`src/bfs_pkg.sv`:
```
package bfs_pkg;
	// -----------------------------------------------------------------
	// apb map
	// -----------------------------------------------------------------
	localparam logic [7:0] ADDR_CONTROL      = 8'h00;
	localparam logic [7:0] ADDR_SINGLE_POLE  = 8'h04;
	localparam logic [7:0] ADDR_MULTI_POLE   = 8'h08;
	localparam logic [7:0] ADDR_LOW_CURRENT  = 8'h0C;
	localparam logic [7:0] ADDR_PULSE_MODE   = 8'h10;
	localparam logic [7:0] ADDR_BREAKER_FLT  = 8'h14;
	localparam logic [7:0] ADDR_REPEAT       = 8'h18;
	localparam logic [7:0] ADDR_RELEASE_SUP  = 8'h1C;
	localparam logic [7:0] ADDR_TWO_CHANNEL  = 8'h20;
	localparam logic [7:0] ADDR_STATUS       = 8'h24;
	localparam logic [7:0] ADDR_ERROR        = 8'h28;

	// -----------------------------------------------------------------
	// control fields
	// -----------------------------------------------------------------
	localparam int CTL_INIT_LSB   = 0;
	localparam int CTL_MODE_LSB   = 2;
	localparam int CTL_LOWCUR_BIT = 5;
	localparam int CTL_REP3P_BIT  = 6;
	localparam int CTL_PULSE_BIT  = 7;

	typedef enum logic [1:0] {
		BFS_SINGLE_CHANNEL_UNSUPERVISED,
		BFS_SINGLE_CHANNEL_SUPERVISED,
		BFS_DUAL_CHANNEL_UNSUPERVISED,
		BFS_DUAL_CHANNEL_SUPERVISED
	} bfs_init_t;

	typedef enum logic [2:0] {
		BFS_NON_EXISTENT,
		BFS_EXTERNAL,
		BFS_ZONE_UNBALANCE_MODE,
		BFS_TRIP_REP_UNBALANCE,
		BFS_CURRENT_QUERY,
		BFS_TRIP_REP_QUERY
	} bfs_mode_t;

	localparam bfs_init_t INIT_RESET = BFS_SINGLE_CHANNEL_SUPERVISED;
	localparam bfs_mode_t MODE_RESET = BFS_ZONE_UNBALANCE_MODE;

	// -----------------------------------------------------------------
	// delay settings in 10 ms steps: min, max, reset
	// -----------------------------------------------------------------
	localparam logic [10:0] DLY_MIN_5     = 11'd5;
	localparam logic [10:0] DLY_MIN_0     = 11'd0;
	localparam logic [10:0] DLY_MIN_2     = 11'd2;
	localparam logic [10:0] DLY_MIN_6     = 11'd6;
	localparam logic [10:0] DLY_MAX_1000  = 11'd1000;
	localparam logic [10:0] DLY_MAX_1500  = 11'd1500;
	localparam logic [10:0] DLY_MAX_100   = 11'd100;
	localparam logic [10:0] RST_POLE      = 11'd25;
	localparam logic [10:0] RST_PULSE     = 11'd50;
	localparam logic [10:0] RST_BREAKER   = 11'd10;
	localparam logic [10:0] RST_REPEAT    = 11'd12;
	localparam logic [10:0] RST_RELEASE   = 11'd1500;
	localparam logic [10:0] RST_TWO_CHAN  = 11'd6;

	// -----------------------------------------------------------------
	// timing
	// -----------------------------------------------------------------
	localparam int CLK_HZ         = 10_000_000;
	localparam int TICK_US        = 1000;
	localparam int TICK_CYCLES    = CLK_HZ / 1_000_000 * TICK_US;
	localparam int STEP_MS        = 10;
	localparam int QUERY_DROP_MS  = 25;
	localparam int UNBAL_DROP_MS  = 2;
	localparam int PULSE_MIN_MS   = 20;
	localparam int PULSE_MAX_MS   = 15000;
endpackage : bfs_pkg

```
`src/bfs_tick.sv`:
```
`timescale 1ns/10ps
`default_nettype none
module bfs_tick #(
	parameter int CYCLES = bfs_pkg::TICK_CYCLES
) (
	input  wire logic clk,
	input  wire logic reset,
	output logic      tick
);
	// the counter is 16 bits wide
	if (CYCLES < 2 || CYCLES > 65536) begin : g_bad_cycles
		$error("tick divider needs 2 to 65536 cycles");
	end

	logic [15:0] count;
	logic [15:0] next_count;
	logic        next_tick;

	always_comb begin
		next_tick  = (count == 16'(CYCLES - 1));
		next_count = next_tick ? 16'h0000 : count + 16'h0001;
	end

	always_ff @(posedge clk) begin
		if (reset) begin
			count <= 16'h0000;
			tick  <= 1'b0;
		end else begin
			count <= next_count;
			tick  <= next_tick;
		end
	end
endmodule : bfs_tick
`default_nettype wire

```
`src/bfs_timer.sv`:
```
`timescale 1ns/10ps
`default_nettype none
// counts ms ticks while run is high; clears when run falls
module bfs_timer (
	input  wire logic        clk,
	input  wire logic        reset,
	input  wire logic        tick,
	input  wire logic        run,
	input  wire logic [14:0] limit_ms,
	output logic             expired
);
	logic [14:0] count;
	logic [14:0] next_count;
	logic        next_expired;

	always_comb begin
		next_count   = count;
		next_expired = 1'b0;
		if (!run) begin
			next_count = 15'h0000;
		end else begin
			if (tick && count < limit_ms) next_count = count + 15'h0001;
			next_expired = (next_count >= limit_ms);
		end
	end

	always_ff @(posedge clk) begin
		if (reset) begin
			count   <= 15'h0000;
			expired <= 1'b0;
		end else begin
			count   <= next_count;
			expired <= next_expired;
		end
	end
endmodule : bfs_timer
`default_nettype wire

```
`src/bfs_supervisor.sv`:
```
// How it works
// - single-channel settings start from the feeder start input alone
// - dual-channel settings also need the release input before starting
// - non-existent mode disables every trip output
// - query modes check current after delay; variant repeats trip first
// - unbalance mode is default; variant repeats trip first
// - external mode trips bus zone at once, no internal detection
// - query modes hold current through a 25 ms dropout window
// - unbalance mode uses a 2 ms dropout
// - low-current mode only when enabled, default off
// - low-current mode has no effect in external mode
// - single-pole repeat needs initiating phase plus another current
// - three-pole repeat needs initiating phase and earth current
// - trip repeat blocked by breaker-not-ready except low-current mode
// - single-pole faults delayed by single-pole delay
// - multi-pole faults delayed by multi-pole delay
// - repeat and failure delays start together; bus trip after second
// - low-current mode uses low-current delay
// - pulse mode delays feeder repeat by pulse-mode delay
// - breaker malfunction uses breaker-fault delay
// - trip repeat delayed by repeat delay
// - supervised release active too long raises an error
// - supervised dual-channel release must come within the two-channel window
// - low-current bus trip needs closed breaker, blocked by phase current
// - remote pulse outside 20 ms to 15 s raises timing error
// - breaker-not-ready replaces pole delays with breaker-fault delay
//
// Design decisions made here: the placing of the registers and the APB slave port.
`timescale 1ns/10ps
`default_nettype none
module bfs_supervisor #(
	parameter int TICK_CYCLES = bfs_pkg::TICK_CYCLES
) (
	input  wire logic        CLK,
	input  wire logic        RESET,
	input  wire logic        PSEL,
	input  wire logic        PENABLE,
	input  wire logic        PWRITE,
	input  wire logic [7:0]  PADDR,
	input  wire logic [31:0] PWDATA,
	output logic [31:0]      PRDATA,
	output logic             PREADY,
	output logic             PSLVERR,
	input  wire logic [2:0]  START_PHASE,
	input  wire logic        START_THREE_POLE,
	input  wire logic        FAILURE_RELEASE_INPUT,
	input  wire logic        REMOTE_PULSE_INPUT,
	input  wire logic        BREAKER_NOT_READY_INPUT,
	input  wire logic        BREAKER_CLOSED,
	input  wire logic [2:0]  PHASE_ABOVE_THRESHOLD,
	input  wire logic [2:0]  PHASE_ABOVE_EARTH_THRESHOLD,
	input  wire logic        EARTH_ABOVE_THRESHOLD,
	output logic [2:0]       TRIP_REPEAT,
	output logic             BUS_ZONE_TRIP,
	output logic             TRANSFER_TRIP,
	output logic             RELEASE_ERROR,
	output logic             TWO_CHANNEL_ERROR,
	output logic             PULSE_ERROR
);
	// -----------------------------------------------------------------
	// helpers
	// -----------------------------------------------------------------
	function automatic logic [10:0] clamp(input logic [31:0] v, input logic [10:0] lo,
			input logic [10:0] hi);
		if (v < 32'(lo)) return lo;
		if (v > 32'(hi)) return hi;
		return v[10:0];
	endfunction : clamp

	function automatic logic [14:0] to_ms(input logic [10:0] steps);
		return 15'(steps * 15'(bfs_pkg::STEP_MS));
	endfunction : to_ms

	// -----------------------------------------------------------------
	// input synchronisers
	// -----------------------------------------------------------------
	localparam int NIN = 15;
	logic [NIN-1:0] sync_a;
	logic [NIN-1:0] sync_b;
	always_ff @(posedge CLK) begin
		if (RESET) begin
			sync_a <= '0;
			sync_b <= '0;
		end else begin
			sync_a <= {START_PHASE, START_THREE_POLE, FAILURE_RELEASE_INPUT,
				REMOTE_PULSE_INPUT, BREAKER_NOT_READY_INPUT, BREAKER_CLOSED,
				PHASE_ABOVE_THRESHOLD, PHASE_ABOVE_EARTH_THRESHOLD, EARTH_ABOVE_THRESHOLD};
			sync_b <= sync_a;
		end
	end
	logic [2:0] s_phase;
	logic       s_three;
	logic       s_rel;
	logic       s_pulse;
	logic       s_nready;
	logic       s_closed;
	logic [2:0] s_iph;
	logic [2:0] s_iph_ef;
	logic       s_ie;
	assign {s_phase, s_three, s_rel, s_pulse, s_nready, s_closed, s_iph, s_iph_ef, s_ie} = sync_b;

	// -----------------------------------------------------------------
	// registers
	// -----------------------------------------------------------------
	bfs_pkg::bfs_init_t init_sel;
	bfs_pkg::bfs_mode_t op_mode;
	logic        low_current_enable;
	logic        repeat_three_pole;
	logic        pulse_enable;
	logic [10:0] single_pole_delay;
	logic [10:0] multi_pole_delay;
	logic [10:0] low_current_delay;
	logic [10:0] pulse_mode_delay;
	logic [10:0] breaker_fault_delay;
	logic [10:0] repeat_delay;
	logic [10:0] release_supervision_time;
	logic [10:0] two_channel_window;

	// writes land on the edge that completes the access, once only
	logic wr;
	assign wr = PSEL && PENABLE && PREADY && PWRITE;

	always_ff @(posedge CLK) begin
		if (RESET) begin
			init_sel                 <= bfs_pkg::INIT_RESET;
			op_mode                  <= bfs_pkg::MODE_RESET;
			low_current_enable       <= 1'b0;
			repeat_three_pole        <= 1'b0;
			pulse_enable             <= 1'b0;
			single_pole_delay        <= bfs_pkg::RST_POLE;
			multi_pole_delay         <= bfs_pkg::RST_POLE;
			low_current_delay        <= bfs_pkg::RST_POLE;
			pulse_mode_delay         <= bfs_pkg::RST_PULSE;
			breaker_fault_delay      <= bfs_pkg::RST_BREAKER;
			repeat_delay             <= bfs_pkg::RST_REPEAT;
			release_supervision_time <= bfs_pkg::RST_RELEASE;
			two_channel_window       <= bfs_pkg::RST_TWO_CHAN;
		end else if (wr) begin
			unique case (PADDR)
				bfs_pkg::ADDR_CONTROL: begin
					init_sel <= bfs_pkg::bfs_init_t'(PWDATA[bfs_pkg::CTL_INIT_LSB +: 2]);
					// unknown mode codes fall back to the default mode
					if (PWDATA[bfs_pkg::CTL_MODE_LSB +: 3] > 3'd5)
						op_mode <= bfs_pkg::MODE_RESET;
					else
						op_mode <= bfs_pkg::bfs_mode_t'(PWDATA[bfs_pkg::CTL_MODE_LSB +: 3]);
					low_current_enable <= PWDATA[bfs_pkg::CTL_LOWCUR_BIT];
					repeat_three_pole  <= PWDATA[bfs_pkg::CTL_REP3P_BIT];
					pulse_enable       <= PWDATA[bfs_pkg::CTL_PULSE_BIT];
				end
				bfs_pkg::ADDR_SINGLE_POLE: single_pole_delay <=
					clamp(PWDATA, bfs_pkg::DLY_MIN_5, bfs_pkg::DLY_MAX_1000);
				bfs_pkg::ADDR_MULTI_POLE: multi_pole_delay <=
					clamp(PWDATA, bfs_pkg::DLY_MIN_5, bfs_pkg::DLY_MAX_1000);
				bfs_pkg::ADDR_LOW_CURRENT: low_current_delay <=
					clamp(PWDATA, bfs_pkg::DLY_MIN_5, bfs_pkg::DLY_MAX_1000);
				bfs_pkg::ADDR_PULSE_MODE: pulse_mode_delay <=
					clamp(PWDATA, bfs_pkg::DLY_MIN_5, bfs_pkg::DLY_MAX_1000);
				bfs_pkg::ADDR_BREAKER_FLT: breaker_fault_delay <=
					clamp(PWDATA, bfs_pkg::DLY_MIN_0, bfs_pkg::DLY_MAX_1000);
				bfs_pkg::ADDR_REPEAT: repeat_delay <=
					clamp(PWDATA, bfs_pkg::DLY_MIN_0, bfs_pkg::DLY_MAX_1000);
				bfs_pkg::ADDR_RELEASE_SUP: release_supervision_time <=
					clamp(PWDATA, bfs_pkg::DLY_MIN_2, bfs_pkg::DLY_MAX_1500);
				bfs_pkg::ADDR_TWO_CHANNEL: two_channel_window <=
					clamp(PWDATA, bfs_pkg::DLY_MIN_6, bfs_pkg::DLY_MAX_100);
				default: ;
			endcase
		end
	end

	// -----------------------------------------------------------------
	// initiation and current release
	// -----------------------------------------------------------------
	logic tick;
	bfs_tick #(.CYCLES(TICK_CYCLES)) u_tick (.clk(CLK), .reset(RESET), .tick(tick));

	logic two_channel;
	logic supervised;
	logic started;
	logic start_any;
	logic multi_pole;
	logic query_mode;
	logic repeat_mode;
	logic active_mode;
	logic lowcur_on;
	assign two_channel = init_sel == bfs_pkg::BFS_DUAL_CHANNEL_UNSUPERVISED
		|| init_sel == bfs_pkg::BFS_DUAL_CHANNEL_SUPERVISED;
	assign supervised = init_sel == bfs_pkg::BFS_SINGLE_CHANNEL_SUPERVISED
		|| init_sel == bfs_pkg::BFS_DUAL_CHANNEL_SUPERVISED;
	assign start_any = |s_phase || s_three;
	assign started = start_any && (!two_channel || s_rel);
	assign multi_pole = s_three || (s_phase != 3'b001 && s_phase != 3'b010
		&& s_phase != 3'b100);
	assign query_mode = op_mode == bfs_pkg::BFS_CURRENT_QUERY
		|| op_mode == bfs_pkg::BFS_TRIP_REP_QUERY;
	assign repeat_mode = op_mode == bfs_pkg::BFS_TRIP_REP_QUERY
		|| op_mode == bfs_pkg::BFS_TRIP_REP_UNBALANCE;
	assign active_mode = query_mode || op_mode == bfs_pkg::BFS_ZONE_UNBALANCE_MODE
		|| op_mode == bfs_pkg::BFS_TRIP_REP_UNBALANCE;
	assign lowcur_on = low_current_enable && active_mode;

	// per-phase release: initiating phase plus one more current; with repeat_three_pole, phase-earth plus earth current
	logic [2:0] phase_rel;
	always_comb begin
		for (int i = 0; i < 3; i++) begin
			if (repeat_three_pole)
				phase_rel[i] = s_iph_ef[i] && s_ie;
			else
				phase_rel[i] = s_iph[i] && ((|(s_iph & ~(3'b001 << i))) || s_ie);
		end
	end
	logic raw_current;
	assign raw_current = |phase_rel || (s_three && |s_iph);

	// dropout hold keeps the release alive briefly after current vanishes
	logic        drop_hold;
	logic [4:0]  drop_count;
	logic [4:0]  next_drop_count;
	logic [4:0]  drop_limit;
	assign drop_limit = query_mode ? 5'(bfs_pkg::QUERY_DROP_MS)
		: 5'(bfs_pkg::UNBAL_DROP_MS);
	always_comb begin
		next_drop_count = drop_count;
		if (raw_current) next_drop_count = drop_limit;
		else if (tick && drop_count != 5'h00) next_drop_count = drop_count - 5'h01;
	end
	always_ff @(posedge CLK) begin
		if (RESET) drop_count <= 5'h00;
		else drop_count <= next_drop_count;
	end
	assign drop_hold = raw_current || drop_count != 5'h00;

	// -----------------------------------------------------------------
	// timers
	// -----------------------------------------------------------------
	logic run_main;
	logic run_low;
	logic run_pulse;
	logic [14:0] fail_ms;
	assign run_main  = started && active_mode && drop_hold;
	assign run_low   = lowcur_on && started && s_closed && !(|s_iph);
	assign run_pulse = pulse_enable && repeat_mode && s_pulse && drop_hold;
	always_comb begin
		if (s_nready) fail_ms = to_ms(breaker_fault_delay);
		else if (multi_pole) fail_ms = to_ms(multi_pole_delay);
		else fail_ms = to_ms(single_pole_delay);
	end

	logic rep_done;
	logic fail_done;
	logic low_rep_done;
	logic low_done;
	logic pulse_rep_done;
	logic pulse_fail_done;
	bfs_timer u_rep (.clk(CLK), .reset(RESET), .tick(tick), .run(run_main),
		.limit_ms(to_ms(repeat_delay)), .expired(rep_done));
	bfs_timer u_fail (.clk(CLK), .reset(RESET), .tick(tick), .run(run_main),
		.limit_ms(fail_ms), .expired(fail_done));
	bfs_timer u_lrep (.clk(CLK), .reset(RESET), .tick(tick), .run(run_low),
		.limit_ms(to_ms(repeat_delay)), .expired(low_rep_done));
	bfs_timer u_low (.clk(CLK), .reset(RESET), .tick(tick), .run(run_low),
		.limit_ms(to_ms(low_current_delay)), .expired(low_done));
	bfs_timer u_prep (.clk(CLK), .reset(RESET), .tick(tick), .run(run_pulse),
		.limit_ms(to_ms(pulse_mode_delay)), .expired(pulse_rep_done));
	bfs_timer u_pfail (.clk(CLK), .reset(RESET), .tick(tick), .run(run_pulse),
		.limit_ms(to_ms(pulse_mode_delay) + fail_ms), .expired(pulse_fail_done));

	// supervision timers
	logic rel_long;
	logic win_done;
	logic pulse_long;
	logic pulse_short_ok;
	bfs_timer u_rsup (.clk(CLK), .reset(RESET), .tick(tick), .run(supervised && s_rel),
		.limit_ms(to_ms(release_supervision_time)), .expired(rel_long));
	bfs_timer u_win (.clk(CLK), .reset(RESET), .tick(tick),
		.run(two_channel && supervised && start_any && !s_rel),
		.limit_ms(to_ms(two_channel_window)), .expired(win_done));
	bfs_timer u_pmax (.clk(CLK), .reset(RESET), .tick(tick), .run(s_pulse),
		.limit_ms(15'(bfs_pkg::PULSE_MAX_MS)), .expired(pulse_long));
	bfs_timer u_pmin (.clk(CLK), .reset(RESET), .tick(tick), .run(s_pulse),
		.limit_ms(15'(bfs_pkg::PULSE_MIN_MS)), .expired(pulse_short_ok));

	// -----------------------------------------------------------------
	// outputs
	// -----------------------------------------------------------------
	logic       pulse_d;
	logic       pulse_min_seen;
	logic [2:0] next_trip_repeat;
	logic       next_bus;
	logic       next_rel_err;
	logic       next_win_err;
	logic       next_pulse_err;
	logic       pulse_short;
	assign pulse_short = pulse_d && !s_pulse && !pulse_min_seen;
	always_comb begin
		next_trip_repeat = 3'b000;
		if (repeat_mode && rep_done && !s_nready)
			next_trip_repeat = (multi_pole || repeat_three_pole) ? 3'b111 : phase_rel;
		if (low_rep_done) next_trip_repeat = 3'b111;
		if (pulse_rep_done && !s_nready) next_trip_repeat = 3'b111;
		next_bus = op_mode == bfs_pkg::BFS_EXTERNAL ? started
			: (fail_done || low_done || pulse_fail_done);
		// set wins over clear: flags are sticky until reset or error-register write
		next_rel_err   = RELEASE_ERROR || rel_long;
		next_win_err   = TWO_CHANNEL_ERROR || win_done;
		next_pulse_err = PULSE_ERROR || pulse_long || pulse_short;
		if (wr && PADDR == bfs_pkg::ADDR_ERROR) begin
			next_rel_err   = (RELEASE_ERROR && !PWDATA[0]) || rel_long;
			next_win_err   = (TWO_CHANNEL_ERROR && !PWDATA[1]) || win_done;
			next_pulse_err = (PULSE_ERROR && !PWDATA[2]) || pulse_long || pulse_short;
		end
	end
	always_ff @(posedge CLK) begin
		if (RESET) begin
			TRIP_REPEAT       <= 3'b000;
			BUS_ZONE_TRIP     <= 1'b0;
			TRANSFER_TRIP     <= 1'b0;
			RELEASE_ERROR     <= 1'b0;
			TWO_CHANNEL_ERROR <= 1'b0;
			PULSE_ERROR       <= 1'b0;
			pulse_d           <= 1'b0;
			pulse_min_seen    <= 1'b0;
		end else begin
			TRIP_REPEAT       <= next_trip_repeat;
			BUS_ZONE_TRIP     <= next_bus;
			TRANSFER_TRIP     <= next_bus && op_mode != bfs_pkg::BFS_EXTERNAL;
			RELEASE_ERROR     <= next_rel_err;
			TWO_CHANNEL_ERROR <= next_win_err;
			PULSE_ERROR       <= next_pulse_err;
			pulse_d           <= s_pulse;
			pulse_min_seen    <= s_pulse && pulse_short_ok;
		end
	end

	// -----------------------------------------------------------------
	// apb read side
	// -----------------------------------------------------------------
	logic [31:0] next_prdata;
	always_comb begin
		next_prdata = 32'h0000_0000;
		unique case (PADDR)
			bfs_pkg::ADDR_CONTROL: next_prdata = 32'({pulse_enable, repeat_three_pole,
				low_current_enable, op_mode, init_sel});
			bfs_pkg::ADDR_SINGLE_POLE: next_prdata = 32'(single_pole_delay);
			bfs_pkg::ADDR_MULTI_POLE:  next_prdata = 32'(multi_pole_delay);
			bfs_pkg::ADDR_LOW_CURRENT: next_prdata = 32'(low_current_delay);
			bfs_pkg::ADDR_PULSE_MODE:  next_prdata = 32'(pulse_mode_delay);
			bfs_pkg::ADDR_BREAKER_FLT: next_prdata = 32'(breaker_fault_delay);
			bfs_pkg::ADDR_REPEAT:      next_prdata = 32'(repeat_delay);
			bfs_pkg::ADDR_RELEASE_SUP: next_prdata = 32'(release_supervision_time);
			bfs_pkg::ADDR_TWO_CHANNEL: next_prdata = 32'(two_channel_window);
			bfs_pkg::ADDR_STATUS: next_prdata = 32'({started, TRANSFER_TRIP,
				BUS_ZONE_TRIP, TRIP_REPEAT});
			bfs_pkg::ADDR_ERROR: next_prdata = 32'({PULSE_ERROR, TWO_CHANNEL_ERROR,
				RELEASE_ERROR});
			default: next_prdata = 32'h0000_0000;
		endcase
	end
	logic unmapped;
	assign unmapped = PADDR > bfs_pkg::ADDR_ERROR || PADDR[1:0] != 2'b00;
	// one wait state: answer registered in the access cycle
	always_ff @(posedge CLK) begin
		if (RESET) begin
			PRDATA  <= 32'h0000_0000;
			PREADY  <= 1'b0;
			PSLVERR <= 1'b0;
		end else begin
			PREADY  <= PSEL && PENABLE && !PREADY;
			PSLVERR <= PSEL && PENABLE && !PREADY && unmapped;
			PRDATA  <= next_prdata;
		end
	end
endmodule : bfs_supervisor
`default_nettype wire

```
`config.mk`:
```
export PLATFORM = sky130hd
export DESIGN_NAME = bfs_supervisor
export DESIGN_NICKNAME = d
export VERILOG_FILES = /design/src/bfs_pkg.sv /design/src/bfs_tick.sv /design/src/bfs_timer.sv /design/src/bfs_supervisor.sv
export SDC_FILE = /design/constraint.sdc
export NUM_CORES = 1
export LEC_CHECK = 0
export BUFFER_PORTS_ARGS = -buffer_cell sky130_fd_sc_hd__buf_2
export CAP_MARGIN = 20
export CORE_MARGIN = 5
export CORE_UTILIZATION = 55
export CTS_BUF_LIST = sky130_fd_sc_hd__clkbuf_8
export DETAILED_ROUTE_END_ITERATION = 7
export PLACE_DENSITY = 0.72
export SETUP_SLACK_MARGIN = 0.05
export SLEW_MARGIN = 20
export SYNTH_ARGS = -nofsm -noshare
export SYNTH_HDL_FRONTEND = slang
export SYNTH_SLANG_ARGS = --single-unit
```
`constraint.sdc`:
```
create_clock -name CLK -period 8.1 [get_ports CLK]
set_clock_uncertainty 0.15 [all_clocks]
set_input_delay 0.81 -clock CLK [delete_from_list [all_inputs] [get_ports CLK]]
set_output_delay 0.81 -clock CLK [all_outputs]
set_load 0.01 [all_outputs]
```
**Word-level counts from Yosys, hierarchy flattened**

Index checks and enable logic that the tools add are counted.

- Memories: 0
- Word-level logic and storage cells: 365
- Memory bits (writable): 0
- Bits in registers: 352
- Bits in read-only memories: 0
- Output and inout port bits: 42
- Bits in latches: 0

- $lt $le $gt $ge: 29
- Bitwise logic cells: 6
- Divide/modulo/power cells: 0
- $mul: 8
- Shift-type cells: 0
- Muxes and demuxes: 125
- Reduce and logical (&&, ||, !) cells: 112
- Eq/ne operators: 23
- Add/subtract/negate cells: 13

Operators by type and width:

| cell | number |
|---|---|
| two-way mux 15 bit | 22 |
| two-way mux 11 bit | 24 |
| adder 15 x 1 -> 15 bit (second input constant) | 10 |
| case mux 11 bit (11 select lines) | 1 |
| greater-or-equal comparator 15 bit | 8 |
| < comparator 15 bit | 8 |
| multiplier 11 x 3 -> 14 bit (second input constant) | 8 |
| two-way mux 1 bit | 70 |
| < comparator 32 x 3 -> 1 bit (second input constant) | 2 |
| logical AND 1 bit | 50 |
| == test 8 x 5 -> 1 bit (second input constant) | 4 |
| > comparator 32 x 10 -> 1 bit (second input constant) | 1 |
| > comparator 32 x 11 -> 1 bit (second input constant) | 1 |
| > comparator 32 x 7 -> 1 bit (second input constant) | 1 |
| < comparator 32 x 1 -> 1 bit (second input constant) | 1 |
| < comparator 32 x 2 -> 1 bit (second input constant) | 1 |
| logical OR 1 bit | 26 |
| == test 8 x 6 -> 1 bit (second input constant) | 3 |
| OR reduction 2 bit | 10 |
| AND reduction 2 bit | 9 |
| adder 16 x 1 -> 16 bit (second input constant) | 1 |
| == test 16 x 14 -> 1 bit (second input constant) | 1 |
| == test 8 x 4 -> 1 bit (second input constant) | 2 |
| adder 15 bit | 1 |
| other kinds (24) | 51 |

**Logic depth before layout (Yosys ltp)**

Gate-level depths: netlist of run 1.

- Word-level depth: 12
- Depth in mapped cells: 39

**By module**

Synthesis of run 1 repeated with hierarchy kept, for this count alone.

- Cells, all modules: 3406
- Area total of the unflattened synthesis: 30355.4 um^2

By module, submodules not included:

| module | area each (um^2) | cells an instance | instances |
|---|---|---|---|
| bfs_timer at u_low ... | 1876.8 | 205 | 8 |
| bfs_supervisor | 11395.9 | 1316 | 1 |
| bfs_timer at u_fail | 1612.8 | 188 | 1 |
| bfs_timer at u_win | 1571.5 | 184 | 1 |
| bfs_tick | 760.7 | 78 | 1 |

**Worst setup path after synthesis of run 1**

OpenSTA, ideal clock, no wires.

- Path kind: register to register
- Start point: register multi_pole_delay[1]
- End point: register u_pfail.expired
- Period minus slack after synthesis: 6953 ps
- Data required time: 7823 ps
- Buffers on the path: 0
- Path slack: 1147 ps
- Arrival time: 6677 ps
- Setup time: 127 ps
- Cell stages (with the launch flop): 39
- Cells stage by stage: dfxtp_1 ha_1 ha_1 fa_1 a21oi_1 o21ai_0 xor2_1 a21oi_1 nor2_1 a21o_1 ha_1 a21oi_1 a21bo_2 o21ba_2 o21ai_0 nand2b_1 a21oi_1 xor2_1 [3 not listed] o2bb2ai_1 maj3_1 maj3_2 nor2_1 nand2_1 xnor2_1 ha_1 nor2b_1 o21ai_0 nand2b_1 a21oi_1 o21ai_0 a211oi_1 o21a_1 o21ai_0 a21oi_1 a21o_1 a221oi_2

- Word-level cells in the longest chain between the ends: 9

RTL lines:

| element | line | source |
|---|---|---|
| start: declaration | bfs_supervisor.sv:111 | `logic [10:0] multi_pole_delay;` |
| start signal: assignment | bfs_supervisor.sv:131 | `multi_pole_delay <= bfs_pkg::RST_POLE;` |
| start signal: assignment | bfs_supervisor.sv:153 | `bfs_pkg::ADDR_MULTI_POLE: multi_pole_delay <=` |
| multiplier 11 x 3 -> 14 bit * | bfs_supervisor.sv:71 | `return 15'(steps * 15'(bfs_pkg::STEP_MS));` |
| two-way mux 15 bit * | bfs_supervisor.sv:246 | `else if (multi_pole) fail_ms = to_ms(multi_pole_delay);` |
| two-way mux 15 bit * | bfs_supervisor.sv:245 | `if (s_nready) fail_ms = to_ms(breaker_fault_delay);` |
| adder 15 bit * | bfs_supervisor.sv:267 | `.limit_ms(to_ms(pulse_mode_delay) + fail_ms), .expired(pulse_fail_done));` |
| < comparator 15 bit | bfs_timer.sv:22 | `if (tick && count < limit_ms) next_count = count + 15'h0001;` |
| logical AND 1 bit | bfs_timer.sv:22 |  |
| two-way mux 15 bit | bfs_timer.sv:22 |  |
| two-way mux 15 bit | bfs_timer.sv:19 | `if (!run) begin` |
| greater-or-equal comparator 15 bit * | bfs_timer.sv:23 | `next_expired = (next_count >= limit_ms);` |
| end signal: assignment | bfs_timer.sv:33 | `expired <= next_expired;` |
| end: declaration | bfs_timer.sv:10 | `output logic expired` |

Every way passes the cells marked *; elsewhere a longest branch is shown, timed or not. The select of a mux whose other input is x is not followed.
A chain may end at the register's enable or synchronous reset.

**Worst setup path after layout of run 1**

Same ends and word-level chain as after synthesis.

==> impl_results.md, run 1 <==
- CTS Sinks: 331
- Worst path slowest cell: fa_1
- Setup Fix Bufs, Post-CTS: 0
- Max Fclk: 132 MHz
- Worst hold path class: input pin to flop
- CP startpoint kind: flop
- Core area: 41900 um^2
- Slew headroom: 25.1%
- Placed Instances: 3253
- Mapped Area: 23200 um^2
- Critical Path Fanout Max: 6
- CTS tree: done
- Design Power: 3.75 mW
- DIE AREA: 46400 um^2
- Clock Latency Late Sink: 0.69 ns
- Layout cells sized above 1: 8.50%
- GRT overflow: 0
- Final setup vio count: 0
- Top_reg_cell synth: dfxtp_1
- Slew Limit Fails: 0
- H-tree depth: 2
- Critical path arrival: 7.97 ns
- Hold Path Stages: 2
- CP peak stage delay: 0.43 ns
- Number of core rows: 75
- Fin crit period: 7.57 ns
- CP Capture Type: flop
- Per-cell routed wire length: 18.4 um
- CTS Hold Bufs: 0
- EDFF count, synth: 0
- Placement Cell Area: 24200 um^2
- Vias in the first global route: 19698
- Clock root cell: clkbuf_8
- Global-route usage over all layers: 25.9%
- CTS buffer count: 59
- Worst r2r path cells: 36
- RSZ-0062 raised after global routing: false
- Width of the die: 215 um
- Initial antenna violation count: 4
- DRC violations left: 0
- CP dominant cell by count: ha_1
- Period utilization: 93.5%
- Post-Route WL: 61.9 mm
- GP Congestion: 0.971
- Dpl hpwl: 48.1 mm
- Crit Path Category: flop to flop
- Fin util: 61.4%
- Clock Tree Buf Depth: 3
- Seq cells post-synth: 331
- CTS clk-pin slew, worst paths: 0.07 ns
- Area grow syn2layout: 10.7%
- Synth cell types: 75
- Global-route wire length before repair: 100 mm
- Final Non-Filler Cells: 3365
- Largest net degree at the start of global routing: 83
- Die H: 215 um
- Mapped Cells: 2678
- Register area share after synthesis: 28.6%
- Io pins: 102
- Outcome: finished clean
- PortBufs: 80
- Register area: 6630 um^2
- Synth warn: 0
- CTS resizes: 0
- Worst slew pin tran: 1.12 ns
- FILL cells: 3680
- Pre-antenna DRT Iters: 6
- Initial core utilization: 55.4%
- DR vias: 20158
- Area of the multi-input gates: 15800 um^2
- Power density over the cells: 146 nW/um^2
- Remaining antenna violation count: 0
- Mean Syn Cell Area: 8.66 um^2
- Hold Fails Final Rpt: 0
- Via density: 5.99
- Leakage Power: 11.5 nW
- DRT iter0 DRCs: 1622
- Max Cap Viol: 0
- CP Data Required Time: 8.50 ns
- Max VDD drop: 169 uV
- FFs w/ async S/R, synth: 0%
- Setup_tns: 0 ns
- Post-route cell area: 25700 um^2
- Nets@finish: 3228
registers in the layout, indices dropped and copies added, names as in the netlist, 15 cells and up:
name	cells
sync_a	15
u_tick.count	16
u_pmin.count	15
u_pmax.count	15
u_lrep.count	15
u_win.count	15
u_prep.count	15
u_rep.count	15
u_pfail.count	15
u_low.count	15
u_fail.count	15
sync_b	15
u_rsup.count	15
through the flow:
stage,hold WS [ns],setup WS (ns)
floorplan,0.256,1.15
global placement,0.262,0.573
detailed placement,0.273,0.433
CTS,0.137,0.378
global route,0.154,0.0641
finish,0.176,0.528
cell usage in the layout (no fill, tap or decap), types with 61 or more instances in the layout:
master    synthesis  final
a21o_1           84     84
a21oi_1         169    166
buf_2             2     79
clkbuf_8          0     74
dfxtp_1         331    329
ha_1            383    383
inv_1           135    140
nand2_1         140    140
nand3_1          98     98
nand4_1          61     61
nor2_1          211    209
nor2b_1         150    150
o21ai_0          96     95
xnor2_1         128    128
xor2_1           69     69
final timing paths:
check	start	slack, ns	to
worst max register to register	multi_pole_delay[1]	0.53	u_pfail.expired
worst max-delay path	multi_pole_delay[1]	0.53	u_pfail.expired
worst min register to register	u_pmin.expired	0.28	pulse_min_seen
worst min-delay path	EARTH_ABOVE_THRESHOLD	0.18	sync_a[0]
synth_stat cells (all sizes together) (7+ instances only):
library cell	n	area [um^2]
nor4	23	150
a211o	18	158
o21bai	22	165
o211ai	10	75.1
o31ai	11	82.6
a211oi	58	435
xnor2	128	1120
inv	135	507
a22oi	31	233
nor2	211	792
a31oi	10	62.6
or4	7	52.6
xor2	69	604
a21oi	169	846
fa	9	180
and2	29	181
nand3b	10	75.1
nor3b	11	82.6
a2111oi	10	92.6
a21o	84	631
clkbuf	62	233
and4	8	70.1
o21ai	98	490
and3	36	225
nand3	99	500
mux2i	22	220
dfxtp	331	6630
nor2b	150	938
ha	383	4790
nand2	140	526
or3	14	92.6
o21a	29	218
a22o	9	78.8
nor3	47	240
a221oi	15	138
nand2b	42	263
nand4	61	382
buf	27	183
critical path, delay by kind of cell, from the launching register on:
kind	cells	cell delay, ns
AOI/OAI and AO/OA	19	2.91
xor gates and xnor gates	3	0.63
adders and majority gates	8	2.66
DFF	1	0.34
and+or+nand+nor	6	0.76
per-layer routing:
| layer | track usage, % | vias up | part of all wire [%] |
|---|---|---|---|
| met3 | 4.26 | 142 | 7.0 |
| met4 | 9.41 | 2 | 3.2 |
| li1 | - | 9840 | - |
| met5 | 0 | - | 0.011 |
| met2 | 42.4 | 648 | 45 |
| met1 | 34.6 | 9526 | 45 |
report_power, final:
part           leakage [nW]  internal (mW)  switching (mW)
Combinational          8.02         0.0555          0.0996
Clock                 0.779           1.16           0.791
Sequential             2.67           1.64         0.00670
cell families after synthesis:
logic type,after synthesis,share of synthesized area (%)
DFF,331,28.6
xor gates and xnor gates,198,7.53
muxes,23,0.998
adders and majority gates,394,21.5
and+or+nand+nor,900,20.1
other,1,0.0162
buffers and inverters,224,3.97
AOI/OAI and AO/OA,607,17.3
layout make-up:
type | count | area share (%)
multi-input cells | 2143 | 61.5
well taps | 539 | 2.63
flip-flops and latches | 331 | 25.8
inverters | 135 | 1.97
diodes | 2 | 0.0195
repair buffers | 106 | 2.34
clock buffers | 74 | 3.96
clock inverters | 35 | 1.80
No activity file was read; power rests on OpenSTA's default activity.
==> run 2, diff against run 1 <==
MAX_ROUTING_LAYER = met4   (was default)
==> impl_results.md, run 2 (synthesis results as in run 1) <==
- Hold Path Stages: 2
- Initial core utilization: 55.4%
- Most flop-heavy register: u_tick.count
- Per-cell routed wire length: 18.6 um
- FF-to-FF Start: multi_pole_delay[3]
- Slew Limit Fails: 0
- Largest net degree at the start of global routing: 77
- CTS clk-pin slew, worst paths: 0.07 ns
- Max Fclk: 131 MHz
- Worst path slowest cell: or3_4
- RSZ-0062 raised after global routing: false
- Max reg flops: 16
- Clock root cell: clkbuf_8
- CTS Sinks: 331
- Clock Latency Late Sink: 0.71 ns
- Core area: 41900 um^2
- Final WS setup: 0.466 ns
- Power density over the cells: 144 nW/um^2
- Fin crit period: 7.63 ns
- Layout cells sized above 1: 8.25%
- Max Cap Viol: 0
- Worst r2r path cells: 35
- Dpl hpwl: 48.4 mm
- CTS buffer count: 58
- Global-route wire length before repair: 101 mm
- Period utilization: 94.2%
- PortBufs: 80
- Pre-CTS setup slack: 0.397 ns
- DRT iter0 DRCs: 1548
- Clock Tree Buf Depth: 3
- Vias in the first global route: 19948
- Global-route usage over all layers: 27.0%
- Leakage Power: 11.5 nW
- CP dominant cell by count: ha_1
- Crit Path Category: flop to flop
- FILL cells: 3684
- Die H: 215 um
- DRC violations left: 0
- Design Power: 3.71 mW
- Worst Setup SP: multi_pole_delay[3]
- Worst hold path class: input pin to flop
- Via density: 5.97
- Fin util: 61.3%
- Min-delay src: PHASE_ABOVE_THRESHOLD[0]
- Post-Route WL: 62.4 mm
- Most frequent cells in the layout: ha_1 (383), dfxtp_1 (330), nor2_1 (209)
- Outcome: finished clean
- CP startpoint kind: flop
- DR vias: 20079
- Hold Fails Final Rpt: 0
- Worst slew pin tran: 1.15 ns
- Critical path arrival: 8.00 ns
- H-tree depth: 2
- GRT overflow: 0
- DIE AREA: 46400 um^2
- Pre-antenna DRT Iters: 5
- Setup_tns: 0 ns
- CP Data Required Time: 8.46 ns
- Critical Path Fanout Max: 5
- Width of the die: 215 um
- Commonest non-fill, non-tap cell in the layout: ha_1
- Initial antenna violation count: 1
- CTS tree: done
- Slew headroom: 22.9%
- CP Capture Type: flop
- Remaining antenna violation count: 0
- Io pins: 102
- Number of core rows: 75
- Nets@finish: 3228
- Max VDD drop: 156 uV
- Final setup vio count: 0
- GP Congestion: 0.958
- CP peak stage delay: 0.45 ns
- Area grow syn2layout: 10.6%
[run 2: cell count changes in the layout (fill, tap and decap cells not counted), moves of 2 or more]
cell and delta:
buf_4 +2, a21oi_2 +3, inv_1 +11, clkinv_2 -8, a21oi_1 -3
[run 2: routing by layer]
| layer | routed length (um) | GRT usage, % |
|---|---|---|
| met2 | 27700 | 42.8 |
| met5 | 0 | - |
| met4 | 2290 | 9.28 |
| met3 | 4230 | 4.99 |
| met1 | 28200 | 35.1 |
[run 2: path summary, 6_finish.rpt]
check	endpoint	slack [ns]
worst min-delay path	sync_a[4]	0.18
worst max register to register	u_pfail.expired	0.47
worst min register to register	sync_b[10]	0.27
worst max-delay path	u_pfail.expired	0.47
[run 2: worst max-delay path: cells and delay by family (launching register included)]
family                     cells  cell delay (ns)
xor gates and xnor gates       3             0.63
buffers and inverters          1             0.14
AOI/OAI and AO/OA             17             2.62
and+or+nand+nor                6             0.92
DFF                            1             0.39
adders and majority gates      8             2.59
[run 2: metrics by stage]
stage | cell area, um^2 | hold WS (ns) | cells
floorplan | 23300 | 0.256 | 2698
global placement | 24100 | 0.265 | 3252
detailed placement | 24100 | 0.265 | 3252
CTS | 25600 | 0.132 | 3360
global route | 25700 | 0.135 | 3364
finish | 25700 | 0.182 | 3364
[run 2: what timing repair did]
action	in CTS	in global routing
endpoints found under the setup margin	0	1
setup buffers	0	3
hold buffers	0	0
gates resized for setup	0	12
[run 2: power breakdown]
part | total [mW] | internal [mW] | switching, mW
Combinational | 0.155 | 0.0554 | 0.0999
Clock | 1.90 | 1.14 | 0.767
Sequential | 1.65 | 1.64 | 0.00674
Total | 3.71 | 2.83 | 0.873
[run 2: layout make-up]
class / count / area [um^2] / area share [%]
multi-input combinational: 2143 / 15800 / 61.6
sequential: 331 / 6630 / 25.8
clock buffer: 73 / 1000 / 3.92
tap: 539 / 674 / 2.63
timing repair buffer: 107 / 606 / 2.36
inverter: 135 / 507 / 1.97
clock inverter: 35 / 433 / 1.69
antenna: 1 / 2.50 / 0.00975
